### src/design/cfg_bank_pkg.sv
package cfg_bank_pkg;

  // bus-visible words (byte addresses)
  localparam logic [7:0] ADDR_CTRL = 8'h00;
  localparam logic [7:0] ADDR_INDEX = 8'h04;
  localparam logic [7:0] ADDR_DATA = 8'h08;
  localparam logic [7:0] ADDR_STATUS = 8'h0C;

  // control word fields
  localparam int CTRL_CONFIG_STATE = 0;
  localparam int CTRL_EPP_ENABLE = 1;
  localparam int CTRL_ECP_MODE = 2;
  localparam int CTRL_POWER_GOOD_SEL = 3;
  localparam int CTRL_WIDTH = 4;

  // configuration register indexes
  localparam logic [7:0] IDX_DRIVE_STATUS_OVERRIDE = 8'h17;
  localparam logic [7:0] IDX_GAME_SELECT_BASE = 8'h1E;
  localparam logic [7:0] IDX_DRIVE_TYPE_MAP = 8'h1F;
  localparam logic [7:0] IDX_FLOPPY_BASE = 8'h20;
  localparam logic [7:0] IDX_PARALLEL_BASE = 8'h23;
  localparam logic [7:0] IDX_SERIAL_ONE_BASE = 8'h24;
  localparam logic [7:0] IDX_SERIAL_TWO_BASE = 8'h25;
  localparam logic [7:0] IDX_DMA_SELECT = 8'h26;
  localparam logic [7:0] IDX_IRQ_SELECT = 8'h27;

  // values after reset
  localparam logic [7:0] RST_DRIVE_STATUS_OVERRIDE = 8'h03;
  localparam logic [7:0] RST_GAME_SELECT_BASE = 8'h80;
  localparam logic [7:0] RST_DRIVE_TYPE_MAP = 8'h00;
  localparam logic [7:0] RST_FLOPPY_BASE = 8'h3C;
  localparam logic [7:0] RST_PARALLEL_BASE = 8'h00;
  localparam logic [7:0] RST_SERIAL_BASE = 8'h00;
  localparam logic [7:0] RST_ROUTE_SELECT = 8'h00;
  localparam logic [7:0] RST_INDEX = 8'h00;

  // override bit positions
  localparam int OVR_CHANGE_0 = 0;
  localparam int OVR_CHANGE_1 = 1;
  localparam int OVR_PROTECT_0 = 2;
  localparam int OVR_PROTECT_1 = 3;

  // game select decode modes
  localparam logic [1:0] GAME_OFF = 2'h0;
  localparam logic [1:0] GAME_ONE_BYTE = 2'h1;
  localparam logic [1:0] GAME_EIGHT = 2'h2;
  localparam logic [1:0] GAME_SIXTEEN = 2'h3;
  localparam logic [3:0] GAME_ONE_BYTE_NIBBLE = 4'h1;

  // route lines: dma A..C, irq A..H (code 7 reserved)
  localparam int DMA_LINES = 3;
  localparam int IRQ_LINES = 8;
  localparam logic [3:0] IRQ_RESERVED_CODE = 4'h7;
  localparam logic [3:0] NO_RESERVED_CODE = 4'hF;

  typedef struct packed {
    logic [7:0] override;
    logic [7:0] game_base;
    logic [7:0] type_map;
    logic [7:0] floppy_base;
    logic [7:0] parallel_base;
    logic [7:0] serial_one_base;
    logic [7:0] serial_two_base;
    logic [7:0] dma_select;
    logic [7:0] irq_select;
  } bank_regs_s;

  typedef enum logic [1:0] {
    BUS_IDLE = 2'b01,
    BUS_READ = 2'b10
  } bus_state_e;

endpackage

### src/design/io_base_decoder.sv
`timescale 1ns/1ps
module io_base_decoder
  import cfg_bank_pkg::*;
(
  input wire logic [9:0] base_addr,
  input wire logic [9:0] care_mask,
  input wire logic enable,
  input wire logic a10_free,
  input wire logic [10:0] host_addr,
  input wire logic chip_select_n,
  input wire logic io_valid,
  output logic hit
);

  // every compared address bit must equal the programmed base
  always_comb
  begin
    hit = io_valid && !chip_select_n && enable
      && (a10_free || !host_addr[10])
      && (((host_addr[9:0] ^ base_addr) & care_mask) == 10'h000);
  end

endmodule // io_base_decoder

### src/design/route_select.sv
`timescale 1ns/1ps
module route_select
  import cfg_bank_pkg::*;
#(
  parameter int LINES = 8,
  parameter logic [3:0] RESERVED = 4'hF
)
(
  input wire logic [3:0] code,
  input wire logic request,
  output logic [LINES-1:0] line_out,
  output logic [LINES-1:0] line_oe
);

  // code n selects line n-1; zero, reserved and out-of-range drive none
  genvar i;
  generate
    for (i = 0; i < LINES; i++)
    begin : g_line
      always_comb
      begin
        line_oe[i] = (code == 4'(i + 1)) && (code != RESERVED);
        line_out[i] = line_oe[i] && request;
      end
    end
  endgenerate

endmodule // route_select

### src/design/superio_resource_config_bank.sv
// Local design decision: the AHB-Lite register port.
`timescale 1ns/1ps
module superio_resource_config_bank
  import cfg_bank_pkg::*;
(
  input wire logic SYS_CLK,
  input wire logic RSTN,
  input wire logic HSEL,
  input wire logic [31:0] HADDR,
  input wire logic [1:0] HTRANS,
  input wire logic HWRITE,
  input wire logic [2:0] HSIZE,
  input wire logic [31:0] HWDATA,
  input wire logic HREADY,
  output logic [31:0] HRDATA,
  output logic HREADYOUT,
  output logic HRESP,
  input wire logic [10:0] HOST_ADDR,
  input wire logic CHIP_SELECT_N,
  input wire logic HOST_IO_VALID,
  input wire logic DISK_CHANGED_IN_N,
  input wire logic WRITE_PROTECT_IN_N,
  input wire logic STEP_PULSE_N,
  input wire logic DRIVE_SELECT_0_N,
  input wire logic DRIVE_SELECT_1_N,
  input wire logic [1:0] DRIVE_NUMBER,
  input wire logic DENSITY_SELECT,
  input wire logic RATE0,
  input wire logic RATE1,
  input wire logic FLOPPY_DMA_REQ,
  input wire logic PARALLEL_DMA_REQ,
  input wire logic FLOPPY_IRQ,
  input wire logic PARALLEL_IRQ,
  output logic FLOPPY_DISK_CHANGED_N,
  output logic FLOPPY_WRITE_PROTECT_N,
  output logic DENSITY_OUT_0,
  output logic DENSITY_OUT_1,
  output logic GAME_PORT_SELECT,
  output logic FLOPPY_SELECT,
  output logic PARALLEL_SELECT,
  output logic SERIAL_ONE_SELECT,
  output logic SERIAL_TWO_SELECT,
  output logic [DMA_LINES-1:0] DMA_REQ_OUT,
  output logic [DMA_LINES-1:0] DMA_REQ_OE,
  output logic [IRQ_LINES-1:0] IRQ_OUT,
  output logic [IRQ_LINES-1:0] IRQ_OE
);

  logic [1:0] rst_sync_reg;
  logic rst_n;
  bus_state_e bus_state_reg;
  logic write_pend_reg;
  logic [7:0] addr_reg;
  logic [CTRL_WIDTH-1:0] ctrl_reg;
  logic [7:0] index_reg;
  bank_regs_s bank_reg;
  logic addr_phase;
  logic wr_data;
  logic wr_cfg;
  logic [7:0] cfg_read;
  logic [31:0] read_word;
  logic changed_eff;
  logic protect_eff;
  logic [1:0] drive_type;
  logic game_hit;
  logic game_low_ok;
  logic floppy_hit;
  logic parallel_hit;
  logic serial_one_hit;
  logic serial_two_hit;
  logic [9:0] parallel_mask;
  logic [DMA_LINES-1:0] dma_fl_out;
  logic [DMA_LINES-1:0] dma_fl_oe;
  logic [DMA_LINES-1:0] dma_pp_out;
  logic [DMA_LINES-1:0] dma_pp_oe;
  logic [IRQ_LINES-1:0] irq_fl_out;
  logic [IRQ_LINES-1:0] irq_fl_oe;
  logic [IRQ_LINES-1:0] irq_pp_out;
  logic [IRQ_LINES-1:0] irq_pp_oe;

  // reset release through two flops
  always_ff @(posedge SYS_CLK or negedge RSTN)
  begin
    if (!RSTN)
      rst_sync_reg <= 2'h0;
    else
      rst_sync_reg <= {rst_sync_reg[0], 1'b1};
  end
  assign rst_n = rst_sync_reg[1];

  // bus slave: writes complete with no wait, reads with one wait state
  assign addr_phase = HSEL && HTRANS[1] && HREADY;

  always_ff @(posedge SYS_CLK or negedge rst_n)
  begin
    if (!rst_n)
    begin
      bus_state_reg <= BUS_IDLE;
      write_pend_reg <= 1'b0;
      addr_reg <= 8'h00;
      HREADYOUT <= 1'b1;
      HRDATA <= 32'h0000_0000;
      HRESP <= 1'b0;
    end
    else
    begin
      HRESP <= 1'b0;
      case (bus_state_reg)
        BUS_IDLE:
        begin
          write_pend_reg <= addr_phase && HWRITE;
          if (addr_phase)
            addr_reg <= {HADDR[7:2], 2'b00};
          if (addr_phase && !HWRITE)
          begin
            bus_state_reg <= BUS_READ;
            HREADYOUT <= 1'b0;
          end
        end
        BUS_READ:
        begin
          write_pend_reg <= 1'b0;
          HRDATA <= read_word;
          HREADYOUT <= 1'b1;
          bus_state_reg <= BUS_IDLE;
        end
        default:
        begin
          bus_state_reg <= BUS_IDLE;
          write_pend_reg <= 1'b0;
          HREADYOUT <= 1'b1;
        end
      endcase
    end
  end

  assign wr_data = write_pend_reg;
  assign wr_cfg = wr_data && (addr_reg == ADDR_DATA)
    && ctrl_reg[CTRL_CONFIG_STATE];

  always_ff @(posedge SYS_CLK or negedge rst_n)
  begin
    if (!rst_n)
      ctrl_reg <= '0;
    else if (wr_data && (addr_reg == ADDR_CTRL))
      ctrl_reg <= HWDATA[CTRL_WIDTH-1:0];
  end

  always_ff @(posedge SYS_CLK or negedge rst_n)
  begin
    if (!rst_n)
      index_reg <= RST_INDEX;
    else if (wr_data && (addr_reg == ADDR_INDEX)
      && ctrl_reg[CTRL_CONFIG_STATE])
      index_reg <= HWDATA[7:0];
  end

  // forced change bits: software may only set, hardware clears
  genvar d;
  generate
    for (d = 0; d < 2; d++)
    begin : g_change
      logic clear_cond;
      assign clear_cond = STEP_PULSE_N
        && ((d == 0) ? DRIVE_SELECT_0_N : DRIVE_SELECT_1_N);
      always_ff @(posedge SYS_CLK or negedge rst_n)
      begin
        if (!rst_n)
          bank_reg.override[d] <= RST_DRIVE_STATUS_OVERRIDE[d];
        else if (wr_cfg && (index_reg == IDX_DRIVE_STATUS_OVERRIDE)
          && HWDATA[d])
          bank_reg.override[d] <= 1'b1;
        else if (clear_cond)
          bank_reg.override[d] <= 1'b0;
      end
    end
  endgenerate

  always_ff @(posedge SYS_CLK or negedge rst_n)
  begin
    if (!rst_n)
      bank_reg.override[7:2] <= {4'h0,
        RST_DRIVE_STATUS_OVERRIDE[OVR_PROTECT_1:OVR_PROTECT_0]};
    else if (wr_cfg && (index_reg == IDX_DRIVE_STATUS_OVERRIDE))
      bank_reg.override[7:2] <=
        {4'h0, HWDATA[OVR_PROTECT_1:OVR_PROTECT_0]};
  end

  // resource registers; reserved indexes fall through untouched
  always_ff @(posedge SYS_CLK or negedge rst_n)
  begin
    if (!rst_n)
    begin
      bank_reg.game_base <= RST_GAME_SELECT_BASE;
      bank_reg.type_map <= RST_DRIVE_TYPE_MAP;
      bank_reg.floppy_base <= RST_FLOPPY_BASE;
      bank_reg.parallel_base <= RST_PARALLEL_BASE;
      bank_reg.serial_one_base <= RST_SERIAL_BASE;
      bank_reg.serial_two_base <= RST_SERIAL_BASE;
      bank_reg.dma_select <= RST_ROUTE_SELECT;
      bank_reg.irq_select <= RST_ROUTE_SELECT;
    end
    else if (wr_cfg)
    begin
      case (index_reg)
        IDX_GAME_SELECT_BASE:
          bank_reg.game_base <= HWDATA[7:0];
        IDX_DRIVE_TYPE_MAP:
          bank_reg.type_map <= HWDATA[7:0];
        IDX_FLOPPY_BASE:
          bank_reg.floppy_base <= {HWDATA[7:2], 2'b00};
        IDX_PARALLEL_BASE:
          bank_reg.parallel_base <= HWDATA[7:0];
        IDX_SERIAL_ONE_BASE:
          bank_reg.serial_one_base <= {HWDATA[7:1], 1'b0};
        IDX_SERIAL_TWO_BASE:
          bank_reg.serial_two_base <= {HWDATA[7:1], 1'b0};
        IDX_DMA_SELECT:
          bank_reg.dma_select <= HWDATA[7:0];
        IDX_IRQ_SELECT:
          bank_reg.irq_select <= HWDATA[7:0];
        default:
          bank_reg.irq_select <= bank_reg.irq_select;
      endcase
    end
  end

  // configuration data read through the index
  always_comb
  begin
    case (index_reg)
      IDX_DRIVE_STATUS_OVERRIDE: cfg_read = bank_reg.override;
      IDX_GAME_SELECT_BASE: cfg_read = bank_reg.game_base;
      IDX_DRIVE_TYPE_MAP: cfg_read = bank_reg.type_map;
      IDX_FLOPPY_BASE: cfg_read = bank_reg.floppy_base;
      IDX_PARALLEL_BASE: cfg_read = bank_reg.parallel_base;
      IDX_SERIAL_ONE_BASE: cfg_read = bank_reg.serial_one_base;
      IDX_SERIAL_TWO_BASE: cfg_read = bank_reg.serial_two_base;
      IDX_DMA_SELECT: cfg_read = bank_reg.dma_select;
      IDX_IRQ_SELECT: cfg_read = bank_reg.irq_select;
      default: cfg_read = 8'h00;
    endcase
  end

  always_comb
  begin
    case (addr_reg)
      ADDR_CTRL: read_word = {28'h0000000, ctrl_reg};
      ADDR_INDEX: read_word = {24'h000000, index_reg};
      ADDR_DATA: read_word = ctrl_reg[CTRL_CONFIG_STATE] ?
        {24'h000000, cfg_read} : 32'h0000_0000;
      ADDR_STATUS: read_word = {24'h000000, changed_eff, protect_eff,
        GAME_PORT_SELECT, FLOPPY_SELECT, PARALLEL_SELECT,
        SERIAL_ONE_SELECT, SERIAL_TWO_SELECT, 1'b0};
      default: read_word = 32'h0000_0000;
    endcase
  end

  // drive status seen by the floppy controller
  always_comb
  begin
    changed_eff = (DRIVE_SELECT_0_N && bank_reg.override[OVR_CHANGE_0])
      || (DRIVE_SELECT_1_N && bank_reg.override[OVR_CHANGE_1])
      || DISK_CHANGED_IN_N;
    protect_eff = (DRIVE_SELECT_0_N && bank_reg.override[OVR_PROTECT_0])
      || (DRIVE_SELECT_1_N && bank_reg.override[OVR_PROTECT_1])
      || WRITE_PROTECT_IN_N;
  end

  always_ff @(posedge SYS_CLK or negedge rst_n)
  begin
    if (!rst_n)
    begin
      FLOPPY_DISK_CHANGED_N <= 1'b1;
      FLOPPY_WRITE_PROTECT_N <= 1'b1;
    end
    else
    begin
      FLOPPY_DISK_CHANGED_N <= changed_eff;
      FLOPPY_WRITE_PROTECT_N <= protect_eff;
    end
  end

  // density outputs by drive type: type_bit_a high, type_bit_b low
  assign drive_type = bank_reg.type_map[2*DRIVE_NUMBER +: 2];

  always_ff @(posedge SYS_CLK or negedge rst_n)
  begin
    if (!rst_n)
    begin
      DENSITY_OUT_0 <= 1'b0;
      DENSITY_OUT_1 <= 1'b0;
    end
    else
    begin
      case (drive_type)
        2'h0:
        begin
          DENSITY_OUT_0 <= DENSITY_SELECT;
          DENSITY_OUT_1 <= RATE0;
        end
        2'h1:
        begin
          DENSITY_OUT_0 <= RATE1;
          DENSITY_OUT_1 <= RATE0;
        end
        2'h2:
        begin
          DENSITY_OUT_0 <= !DENSITY_SELECT;
          DENSITY_OUT_1 <= RATE0;
        end
        default:
        begin
          DENSITY_OUT_0 <= RATE0;
          DENSITY_OUT_1 <= RATE1;
        end
      endcase
    end
  end

  // game select low nibble qualifier
  always_comb
  begin
    case (bank_reg.game_base[1:0])
      GAME_ONE_BYTE: game_low_ok = HOST_ADDR[3:0] == GAME_ONE_BYTE_NIBBLE;
      GAME_EIGHT: game_low_ok = !HOST_ADDR[3];
      GAME_SIXTEEN: game_low_ok = 1'b1;
      default: game_low_ok = 1'b0;
    endcase
  end

  io_base_decoder u_game_dec (
    .base_addr({bank_reg.game_base[7:2], 4'h0}),
    .care_mask(10'h3F0),
    .enable(game_low_ok && !ctrl_reg[CTRL_POWER_GOOD_SEL]),
    .a10_free(1'b0),
    .host_addr(HOST_ADDR),
    .chip_select_n(CHIP_SELECT_N),
    .io_valid(HOST_IO_VALID),
    .hit(game_hit)
  );

  io_base_decoder u_floppy_dec (
    .base_addr({bank_reg.floppy_base[7:2], 4'h0}),
    .care_mask(10'h3F8),
    .enable(bank_reg.floppy_base[7:6] != 2'h0),
    .a10_free(1'b0),
    .host_addr(HOST_ADDR),
    .chip_select_n(CHIP_SELECT_N),
    .io_valid(HOST_IO_VALID),
    .hit(floppy_hit)
  );

  assign parallel_mask = ctrl_reg[CTRL_EPP_ENABLE] ? 10'h3F8 : 10'h3FC;

  io_base_decoder u_parallel_dec (
    .base_addr({bank_reg.parallel_base, 2'h0}),
    .care_mask(parallel_mask),
    .enable(bank_reg.parallel_base[7:6] != 2'h0),
    .a10_free(ctrl_reg[CTRL_ECP_MODE]),
    .host_addr(HOST_ADDR),
    .chip_select_n(CHIP_SELECT_N),
    .io_valid(HOST_IO_VALID),
    .hit(parallel_hit)
  );

  io_base_decoder u_serial_one_dec (
    .base_addr({bank_reg.serial_one_base[7:1], 3'h0}),
    .care_mask(10'h3F8),
    .enable(bank_reg.serial_one_base[7:6] != 2'h0),
    .a10_free(1'b0),
    .host_addr(HOST_ADDR),
    .chip_select_n(CHIP_SELECT_N),
    .io_valid(HOST_IO_VALID),
    .hit(serial_one_hit)
  );

  io_base_decoder u_serial_two_dec (
    .base_addr({bank_reg.serial_two_base[7:1], 3'h0}),
    .care_mask(10'h3F8),
    .enable(bank_reg.serial_two_base[7:6] != 2'h0),
    .a10_free(1'b0),
    .host_addr(HOST_ADDR),
    .chip_select_n(CHIP_SELECT_N),
    .io_valid(HOST_IO_VALID),
    .hit(serial_two_hit)
  );

  always_ff @(posedge SYS_CLK or negedge rst_n)
  begin
    if (!rst_n)
    begin
      GAME_PORT_SELECT <= 1'b0;
      FLOPPY_SELECT <= 1'b0;
      PARALLEL_SELECT <= 1'b0;
      SERIAL_ONE_SELECT <= 1'b0;
      SERIAL_TWO_SELECT <= 1'b0;
    end
    else
    begin
      GAME_PORT_SELECT <= game_hit;
      FLOPPY_SELECT <= floppy_hit;
      PARALLEL_SELECT <= parallel_hit;
      SERIAL_ONE_SELECT <= serial_one_hit;
      SERIAL_TWO_SELECT <= serial_two_hit;
    end
  end

  // request and interrupt routing, upper nibble floppy, lower parallel
  route_select #(.LINES(DMA_LINES), .RESERVED(NO_RESERVED_CODE))
    u_dma_floppy (
    .code(bank_reg.dma_select[7:4]),
    .request(FLOPPY_DMA_REQ),
    .line_out(dma_fl_out),
    .line_oe(dma_fl_oe)
  );

  route_select #(.LINES(DMA_LINES), .RESERVED(NO_RESERVED_CODE))
    u_dma_parallel (
    .code(bank_reg.dma_select[3:0]),
    .request(PARALLEL_DMA_REQ),
    .line_out(dma_pp_out),
    .line_oe(dma_pp_oe)
  );

  route_select #(.LINES(IRQ_LINES), .RESERVED(IRQ_RESERVED_CODE))
    u_irq_floppy (
    .code(bank_reg.irq_select[7:4]),
    .request(FLOPPY_IRQ),
    .line_out(irq_fl_out),
    .line_oe(irq_fl_oe)
  );

  route_select #(.LINES(IRQ_LINES), .RESERVED(IRQ_RESERVED_CODE))
    u_irq_parallel (
    .code(bank_reg.irq_select[3:0]),
    .request(PARALLEL_IRQ),
    .line_out(irq_pp_out),
    .line_oe(irq_pp_oe)
  );

  always_ff @(posedge SYS_CLK or negedge rst_n)
  begin
    if (!rst_n)
    begin
      DMA_REQ_OUT <= '0;
      DMA_REQ_OE <= '0;
      IRQ_OUT <= '0;
      IRQ_OE <= '0;
    end
    else
    begin
      DMA_REQ_OUT <= dma_fl_out | dma_pp_out;
      DMA_REQ_OE <= dma_fl_oe | dma_pp_oe;
      IRQ_OUT <= irq_fl_out | irq_pp_out;
      IRQ_OE <= irq_fl_oe | irq_pp_oe;
    end
  end

endmodule // superio_resource_config_bank

### config.mk
export PLATFORM = sky130hd
export DESIGN_NAME = superio_resource_config_bank
export DESIGN_NICKNAME = d
export VERILOG_FILES = /design/src/design/cfg_bank_pkg.sv /design/src/design/io_base_decoder.sv /design/src/design/route_select.sv /design/src/design/superio_resource_config_bank.sv
export SDC_FILE = /design/constraint.sdc
export NUM_CORES = 1
export LEC_CHECK = 0
export ABC_AREA = 1
export BUFFER_PORTS_ARGS = -buffer_cell sky130_fd_sc_hd__buf_2
export CAP_MARGIN = 20
export CORE_MARGIN = 4
export CORE_UTILIZATION = 40
export DETAILED_ROUTE_END_ITERATION = 8
export PLACE_DENSITY = 0.62
export SYNTH_ARGS = -nofsm -noshare
export SYNTH_HDL_FRONTEND = slang
export SYNTH_HIERARCHICAL = 1
export SYNTH_SLANG_ARGS = --single-unit
### constraint.sdc
create_clock -name SYS_CLK -period 3.6 [get_ports SYS_CLK]
set_input_delay 0.72 -clock SYS_CLK [delete_from_list [all_inputs] [get_ports SYS_CLK]]
set_output_delay 0.72 -clock SYS_CLK [all_outputs]
set_load 0.02 [all_outputs]
Yosys cells after proc, flatten, opt, wreduce, memory -nomap -nowiden

Index checks and enable logic that the tools add are counted.

Output and inout bits: 65
RAM bits: 0
Register bits: 151
Input bits: 101
Memories: 0
ROM bits: 0
Bits in latches: 0

Reductions and logical operators: 113
Eq/ne operators: 47
Shifts and indexed selects: 1
$add $sub $neg: 0
Order comparisons: 0
Multiply operators: 0
Div/mod/pow operators: 0
Bitwise logic cells: 10
Muxes and demuxes: 16

Operator list:

| kind                 | count |
|---|---|
| $logic_and A1 B1 Y1  | 79 |
| $pmux W8 S9          | 1 |
| $logic_not A10 Y1    | 5 |
| $xor A10 B10 Y10     | 5 |
| $eq A8 B6 Y1 const B | 6 |
| $eq A4 B2 Y1 const B | 8 |
| $eq A4 B3 Y1 const B | 8 |
| $pmux W8 S4          | 1 |
| $eq A8 B5 Y1 const B | 3 |
| $eq A4 B1 Y1 const B | 5 |
| $reduce_and A2 Y1    | 9 |
| $or A8 B8 Y8         | 2 |
| $eq A6 B2 Y1 const B | 2 |
| $reduce_bool A2 Y1   | 6 |
| $and A10 B10 Y10     | 1 |
| $eq A2 B2 Y1 const B | 4 |
| $eq A4 B4 Y1 const B | 2 |
| $logic_not A8 Y1     | 1 |
| $mux W1              | 8 |
| $mux W8              | 1 |
| $ne A4 B3 Y1 const B | 2 |
| $ne A4 B4 Y1 const B | 2 |
| $shiftx A8 B4 Y2     | 1 |
| $eq A2 B1 Y1 const B | 3 |
| 10 further kinds     | 22 |

Longest topological paths before layout

Gate-level depths: netlist of the first run.

Depth after elaboration: 6
Depth in mapped cells: 13

Cells and area by module

The synthesis of the first run kept the hierarchy.

By module, submodules not included:

| module                           | cells an instance | times used | area an instance (um^2) | sequential area each (um^2) |
|---|---|---|---|---|
| superio_resource_config_bank     | 676               | 1          | 5886.9                  | 3165.5 |
| io_base_decoder                  | 60                | 5          | 259.0                   | 0.0 |
| route_select at u_irq_floppy ... | 36                | 2          | 146.4                   | 0.0 |
| route_select at u_dma_floppy ... | 18                | 2          | 71.3                    | 0.0 |

Worst setup path before layout of the first run

Ideal clock, no wire load.

Path type: reg-to-reg
From: register addr_reg[7]
To: register bank_reg[23] (netlist name)
Library setup time: 0.126 ns
Period minus slack after synthesis: 1.598 ns
Arrival time: 1.471 ns
Stages on the path, launching flop included: 9
Path slack: 2.002 ns
Buffers on the path: 1
Required time: 3.474 ns
Cell sequence: dfrtp_1 -> nor2_4 -> and3_2 -> nand3_4 -> nor2_8 -> nand3_2 -> buf_2 -> nand2_1 -> o21ai_1

Longest elaborated chain between the ends: 4

Ends and longest elaborated chain:

| what                        | line                                | RTL |
|---|---|---|
| start: declaration          | superio_resource_config_bank.sv:53  | `logic [7:0] addr_reg;` |
| start signal: assignment    | superio_resource_config_bank.sv:113 | `addr_reg <= {HADDR[7:2], 2'b00};` |
| $eq A6 B2 Y1                | superio_resource_config_bank.sv:138 | `assign wr_cfg = wr_data && (addr_reg == ADDR_DATA)` |
| $logic_and A1 B1 Y1         | superio_resource_config_bank.sv:138 |  |
| $logic_and A1 B1 Y1         | superio_resource_config_bank.sv:139 | `&& ctrl_reg[CTRL_CONFIG_STATE];` |
| $reduce_and A2 Y1 (no line) | n/a                                 |  |
| end: declaration            | superio_resource_config_bank.sv:56  | `bank_regs_s bank_reg;` |

No other way between the ends.
A chain may end at the register's enable or synchronous reset.

Worst setup path in the final report of the first run

From: register index_reg[6]
To: register HRDATA[7]

Longest elaborated chain between the ends: 4
Elaborated cells between the ends (all ways): 12
Classes of those cells: eq/ne (9); mux (3)

Ends and longest elaborated chain:

| what                                                | line                                | RTL |
|---|---|---|
| start: declaration                                  | superio_resource_config_bank.sv:55  | `logic [7:0] index_reg;` |
| start signal: assignment                            | superio_resource_config_bank.sv:155 | `index_reg <= HWDATA[7:0];` |
| $eq A8 B6 Y1 / $eq A8 B5 Y1 (equally long branches) | superio_resource_config_bank.sv:231 | `case (index_reg)` |
| $pmux W8 S9 *                                       | superio_resource_config_bank.sv:231 |  |
| $mux W8 *                                           | superio_resource_config_bank.sv:250 | `ADDR_DATA: read_word = ctrl_reg[CTRL_CONFIG_STATE] ?` |
| $pmux W8 S4 *                                       | superio_resource_config_bank.sv:247 | `case (addr_reg)` |
| end signal: assignment                              | superio_resource_config_bank.sv:123 | `HRDATA <= read_word;` |
| end: declaration                                    | superio_resource_config_bank.sv:15  | `output logic [31:0] HRDATA,` |

Every way passes the cells marked *; elsewhere a longest branch is shown, timed or not.

==> impl_metrics.csv, run 1 <==
group,metric,value,unit
sta,period_share,61.5,%
synthesis,yosysWarnings,6,
run_status,status,"finished, final reports clean",
synthesis,syn_inst,1084,
pwr,irDropWorstVdd,0.000271,V
die,fp.dieArea,21300,sq um
synthesis,syn_area,7620,sq um
place,io_buffer_count,86,
finish,antenna_cells,0,
synthesis,synthFlopType,"dfrtp_1",
cts,root_buffer,"clkbuf_16",
setup_path,crit_slowest_cell,"nor2_2",
cts,hold_buffers,0,
die,start_util,40.7,%
cts,cts_buffers,17,
cts,cts.clk_slew.worst_paths,0.06,ns
die,io_pins,166,
synthesis,ys_seq_area_share,41.6,%
finish,multi_input_area,3880,sq um
die,core_area,18700,sq um
setup_path,r2r_start,"index_reg[6]$_DFFE_PN0P_",
die,fp.dieH,146,microns
setup_path,critPathMaxFanout,23,
place,dp_cells,1470,
place,dp_hpwl,14700,microns
sta,setup_viol,0,
setup_path,worstPathRequired,3.96,ns
cts,cts_buffer_depth,2,
job,max_cap_viol_count,0,
cts,post_cts_buffers,0,
sta,tns,0,ns
pwr,p_per_area,428,nW/um^2
setup_path,start_kind,"register",
pwr,power_leakage,5.73,nW
finish,fin_nets,1356,
global_routing,grt_first_pass_wirelength,32500,microns
synthesis,synthArstFlopShare,100,%
cts,cts.repair.resized,0,
cts,insertion_delay,0.42,ns
setup_path,startpoint,"index_reg[6]$_DFFE_PN0P_",
synthesis,synth_edf_count,0,
detailed_routing,post_drt_wl_per_cell,13.2,microns
setup_path,cp_cell_sequence,"inv_1 -> nand2_1 -> nor2_2 -> nand2_1 -> nand3_1 -> nor2_1 -> nor2_4 -> nand2_1 -> nand2_1 -> nand2_1 -> nand2_1",
place,routabilityCongestion,0.846,
cts,clock_sinks,126,
synthesis,syn_avg_cell_area,7.03,sq um
detailed_routing,ant_nets,0,
detailed_routing,drcViolationCount,0,
synthesis,synth_seq_cells,126,
finish,stdcell_count,1502,
cts,cts_tree,"yes",
setup_path,worstSetupPathType,"reg -> reg",
global_routing,grt-ovfl-total,0,
global_routing,antenna_found_initial,0,
finish,largest_reg_flops,64,
setup_path,arrival,2.57,ns
synthesis,ys_types,37,
sta,tightest_slew,1.02,ns
sta,hold_viol,0,
setup_path,critPathMaxStageDelay,0.78,ns
finish,seq_area,3170,sq um
finish,area_growth,19.7,%
sta,relSlewSlack,32.2,%
cts,htreeDepth,4,
global_routing,grt_use_total,19.1,%
die,fp.dieW,146,microns
finish,post-route-util,48.7,%
detailed_routing,routed_wirelength,19900,microns
detailed_routing,via_count,6824,
sta,timing.fmax,452,MHz
global_routing,grt_max_degree,67,
finish,fill_cells,1850,
setup_path,end_kind,"register",
die,rows,50,
detailed_routing,drtIter0Drc,482,
finish,drive_gt1_share,16.2,%
sta,fin_worst_skew,0.00910,ns
sta,finalMaxSlewViolations,0,
detailed_routing,via_per_inst,4.54,
setup_path,cpMostUsedCell,"nand2_1",
detailed_routing,dr.pass1.iters,4,
sta,rsz0062_at_grt,"no",
sta,finalCriticalPeriod,2.21,ns
global_routing,grt_pass1_vias,6246,
worst_hold_path,hold_path.class,"in -> async",
-- area by class of cell --
type	instances	area share [%]
multi-input combinational	842	42.5
sequential	126	34.8
inverter	180	7.41
timing repair buffer	88	5.02
clock buffer	17	4.67
tap	234	3.21
clock inverter	15	2.40
-- cell usage after synthesis, drive strengths merged, types with 4 or more instances --
cell type	instances	area [sq um]
a21oi	9	45.0
clkinv	6	22.5
buf	43	309
conb	4	15.0
nand2	335	1260
nor2	112	502
nand4	20	176
dfrtp	116	2900
nand3	115	703
inv	174	653
o21ai	88	440
dfstp	10	263
nor3	5	25.0
clkbuf	4	15.0
or2	30	188
-- through the flow --
| stage | worst slack [ns] | hold slack (ns) | area (sq um) | power [mW] |
|---|---|---|---|---|
| after floorplan | 1.51 | 0.331 | 8040 | 1.92 |
| after global placement | 1.41 | 0.338 | 8470 | 2.04 |
| after detailed placement | 1.42 | 0.342 | 8470 | 2.05 |
| after CTS | 1.41 | 0.0591 | 9120 | 3.92 |
| after global routing | 1.09 | 0.0552 | 9120 | 4.07 |
| final | 1.39 | 0.0759 | 9120 | 3.90 |
-- cells by family (layout without fill, tap and decap cells) --
group	Yosys count	in the layout	synth area share [%]
xor+xnor	1	1	0.115
other cells	4	115	0.197
compound gates	104	104	6.98
mux	1	1	0.148
simple gates	621	621	37.9
flops	126	126	41.6
buf+inv	227	300	13.1
-- metal layers --
layer  vias up  track usage (%)  share of wire, %
met5         -                0                 0
met4         0             7.34               2.5
met3        32             3.99               4.9
met2       172             31.8                48
met1      3053             24.5                45
li1       3567                -                 -
-- power breakdown --
part / internal (mW) / switching, mW
clock: 1.23 / 0.646
sequential: 1.48 / 0.0774
combinational: 0.132 / 0.343
-- critical path: cells and delay by family, from the launching register on --
kind                   cells  cell delay [ns]
AND/OR/NAND/NOR           10             1.69
flip-flops                 1             0.39
buffers and inverters      1             0.06
-- cells in the final DEF, fill, tap and decap left out, types with 3 or more instances in the layout --
cell type,synthesis,layout
nand2_1,333,333
inv_1,170,170
dfrtp_1,116,115
conb_1,4,115
nor2_1,97,96
nand3_1,94,94
buf_2,10,86
o21ai_1,54,54
o21ai_0,34,34
or2_2,25,25
nand3_2,18,18
clkbuf_16,0,17
nand4_1,16,16
dfstp_2,10,10
a21oi_1,9,9
nor2_2,8,8
nor2_4,6,7
clkinv_1,6,6
nor3_1,5,5
bufinv_16,0,5
or2_0,5,5
inv_2,4,4
clkinv_2,0,4
nand3_4,3,3
o22ai_1,3,3
nand4_4,3,3
clkinvlp_4,0,3
-- worst paths after layout --
kind,slack [ns],depth (start not counted),end
setup / recovery,1.39,11,HRDATA[7]$_DFFE_PN0N_
hold / removal,0.08,1,rst_sync_reg[1]$_DFF_PN0_
setup reg to reg,1.39,11,HRDATA[7]$_DFFE_PN0N_
hold reg to reg,0.35,0,rst_sync_reg[1]$_DFF_PN0_
max in group asynchronous,2.29,1,bank_reg[43]$_DFFE_PN1P_
min in group SYS_CLK,0.35,0,rst_sync_reg[1]$_DFF_PN0_
No activity file was read; power rests on OpenSTA's default activity.
==> run 2, diff against run 1 <==
==> constraint.sdc (replaced) <==
create_clock -name SYS_CLK -period 2 [get_ports SYS_CLK]
set_input_delay 0.4 -clock SYS_CLK [delete_from_list [all_inputs] [get_ports SYS_CLK]]
set_output_delay 0.4 -clock SYS_CLK [all_outputs]
set_load 0.02 [all_outputs]
==> run 2 against run 1 <==
Effect of this change:
- worst hold slack improved by 0.081 ns
- sequential power rose by 80%
- core utilization rose by 0.44 points
- wire length fell by 0.94%
- die area did not move
- sequential share of layout area fell by 0.31 points
- clock power rose by 57%
- maximum frequency rose by 20%
- non-clock buffer count rose by 13
- register-to-register slack got worse by 1.2 ns
- first-iteration DRC count rose by 19%
- largest cell class unchanged
==> impl_metrics.csv, run 2 (synthesized netlist as in run 1, its figures left out) <==
group,metric,value,unit
run_status,status,"finished, final reports clean",
pwr,p_seq_share,42.0,%
sta,finalCriticalPeriod,1.85,ns
worst_hold_path,min_path_cells,2,
die,rows,50,
finish,final_common_cell,"nand2_1",
setup_path,worstPathRequired,2.29,ns
global_routing,grt_first_pass_wirelength,32100,microns
setup_path,r2r_start,"addr_reg[7]$_DFFE_PN0P_",
sta,tns,0,ns
die,fp.dieArea,21300,sq um
sta,relSlewSlack,62.0,%
setup_path,worst-r2r-cell-count,7,
detailed_routing,drtIter0Drc,573,
sta,period_share,92.4,%
die,io_pins,166,
sta,rsz0062_at_grt,"no",
detailed_routing,post_drt_wl_per_cell,13.0,microns
detailed_routing,routed_wirelength,19700,microns
detailed_routing,drcViolationCount,0,
detailed_routing,dr.pass1.iters,5,
pwr,internal-power,4.70,mW
sta,finalMaxSlewViolations,0,
pwr,p_sw_share,29.2,%
pwr,p_switching,1.94,mW
finish,fin_nets,1369,
detailed_routing,ant_nets,0,
cts,cts.clk_slew.worst_paths,0.06,ns
cts,cts_buffer_depth,2,
global_routing,grt_max_degree,41,
finish,largest_reg_flops,64,
detailed_routing,via_per_inst,4.50,
sta,tightest_slew,0.569,ns
global_routing,grt-ovfl-total,0,
pwr,clock_power_share,44.3,%
cts,insertion_delay,0.42,ns
die,core_area,18700,sq um
cts,post_cts_buffers,0,
die,start_util,40.7,%
cts,cts_buffers,17,
cts,root_buffer,"clkbuf_16",
cts,cts_tree,"yes",
finish,mostFrequentLayoutCells,"nand2_1 (333), inv_1 (170), dfrtp_1 (115), conb_1 (115), nor2_1 (96)",
finish,antenna_cells,0,
finish,drive_gt1_share,17.0,%
sta,setup_viol,0,
global_routing,grt_pass1_vias,6243,
cts,clock_sinks,126,
sta,timing.fmax,541,MHz
finish,area_growth,20.8,%
place,dp_hpwl,14900,microns
worst_hold_path,worstHoldStart,"HWRITE",
cts,htreeDepth,4,
job,max_cap_viol_count,0,
setup_path,critPathMaxFanout,16,
detailed_routing,via_count,6819,
pwr,combPwrFrac,13.7,%
global_routing,grt_use_total,18.9,%
die,fp.dieH,146,microns
finish,design_area,9200,sq um
place,routabilityCongestion,0.891,
place,dpl_cell_area,8590,sq um
setup_path,end_kind,"register",
setup_path,arrival,2.14,ns
sta,hold_viol,0,
setup_path,start_kind,"register",
pwr,power_leakage,5.76,nW
worst_hold_path,holdPathEnd,"bus_state_reg[1]$_DFFE_PN0P_",
setup_path,worstReg2RegEnd,"bank_reg[36]$_DFFE_PN0P_",
setup_path,worstSetupPathType,"reg -> reg",
finish,post-route-util,49.2,%
global_routing,antenna_found_initial,0,
place,io_buffer_count,86,
die,fp.dieW,146,microns
setup_path,r2r_setup_slack,0.15,ns
pwr,p_per_area,721,nW/um^2
sta,fin_worst_skew,0.00880,ns
pwr,irDropWorstVdd,0.000502,V
worst_hold_path,hold_path.class,"in -> reg",
==> run 2: cell types whose count changed in the layout (fill, tap and decap cells not counted), sizes merged <==
cell,delta
buf,+12
bufinv,-4
clkbuf,+2
clkinvlp,+2
clkinv,-1
dlygate4sd3,+1
inv,+1
==> run 2: power by group through the flow <==
stage	clock (mW)	sequential, mW	combinational [mW]
2_1_floorplan	0	2.84	0.609
3_3_place_gp	0	2.83	0.881
3_5_place_dp	0	2.83	0.891
4_1_cts	2.98	2.78	0.896
5_1_grt	3.09	2.80	1.03
6_report	2.94	2.79	0.910
==> run 2: metal layers <==
metal	part of all wire, %	vias up	wire length (microns)	GRT usage, %
met3	3.8	26	745	3.43
met2	48	147	9420	32.0
li1	-	3601	-	-
met4	2.3	0	446	6.59
met1	46	3045	9060	24.5
met5	0	-	0	0
==> run 2: worst max-delay path, stage by stage (launching register included) <==
cell,delay [ns]
dfrtp_1,0.40
nor2_4,0.16
and3_2,0.23
nand3_4,0.11
nor2_8,0.29
nand4_4,0.30
nand2_1,0.14
o21ai_1,0.07
==> run 2: area by class of cell <==
class,count,area (sq um)
clock buffers,19,453
clock inverters,13,114
fillers,1889,9510
inverters,180,676
multi-input cells,842,3910
flip-flops and latches,126,3170
well taps,234,293
repair buffers,101,583
==> run 2: timing repair <==
item / in CTS / in global routing
gates resized for setup: 0 / 5
hold endpoints to repair: 2 / 0
setup endpoints to repair: 0 / 14
hold buffers: 1 / 0
==> run 2: worst max-delay path by stage <==
stage                                   startpoint                       end  slack, ns  cells past startpoint
after floorplan            addr_reg[7]$_DFFE_PN0P_  bank_reg[23]$_DFFE_PN0P_       0.40                      8
after global placement     addr_reg[7]$_DFFE_PN0P_  bank_reg[19]$_DFFE_PN0P_       0.19                      7
after detailed placement   addr_reg[7]$_DFFE_PN0P_  bank_reg[18]$_DFFE_PN0P_       0.14                      7
after CTS                  addr_reg[7]$_DFFE_PN0P_  bank_reg[18]$_DFFE_PN0P_       0.13                      7
after global routing      index_reg[2]$_DFFE_PN0P_     HRDATA[7]$_DFFE_PN0N_       0.01                     10
final                      addr_reg[7]$_DFFE_PN0P_  bank_reg[36]$_DFFE_PN0P_       0.15                      7
==> run 2: metrics by stage <==
stage | setup slack, ns | hold slack (ns) | total power, mW | instances
3_3_place_gp | 0.186 | 0.186 | 3.71 | 1482
5_1_grt | 0.0116 | 0.165 | 6.93 | 1515
2_1_floorplan | 0.402 | 0.104 | 3.45 | 1195
4_1_cts | 0.126 | 0.144 | 6.66 | 1515
6_report | 0.151 | 0.157 | 6.64 | 1515
3_5_place_dp | 0.144 | 0.187 | 3.72 | 1482
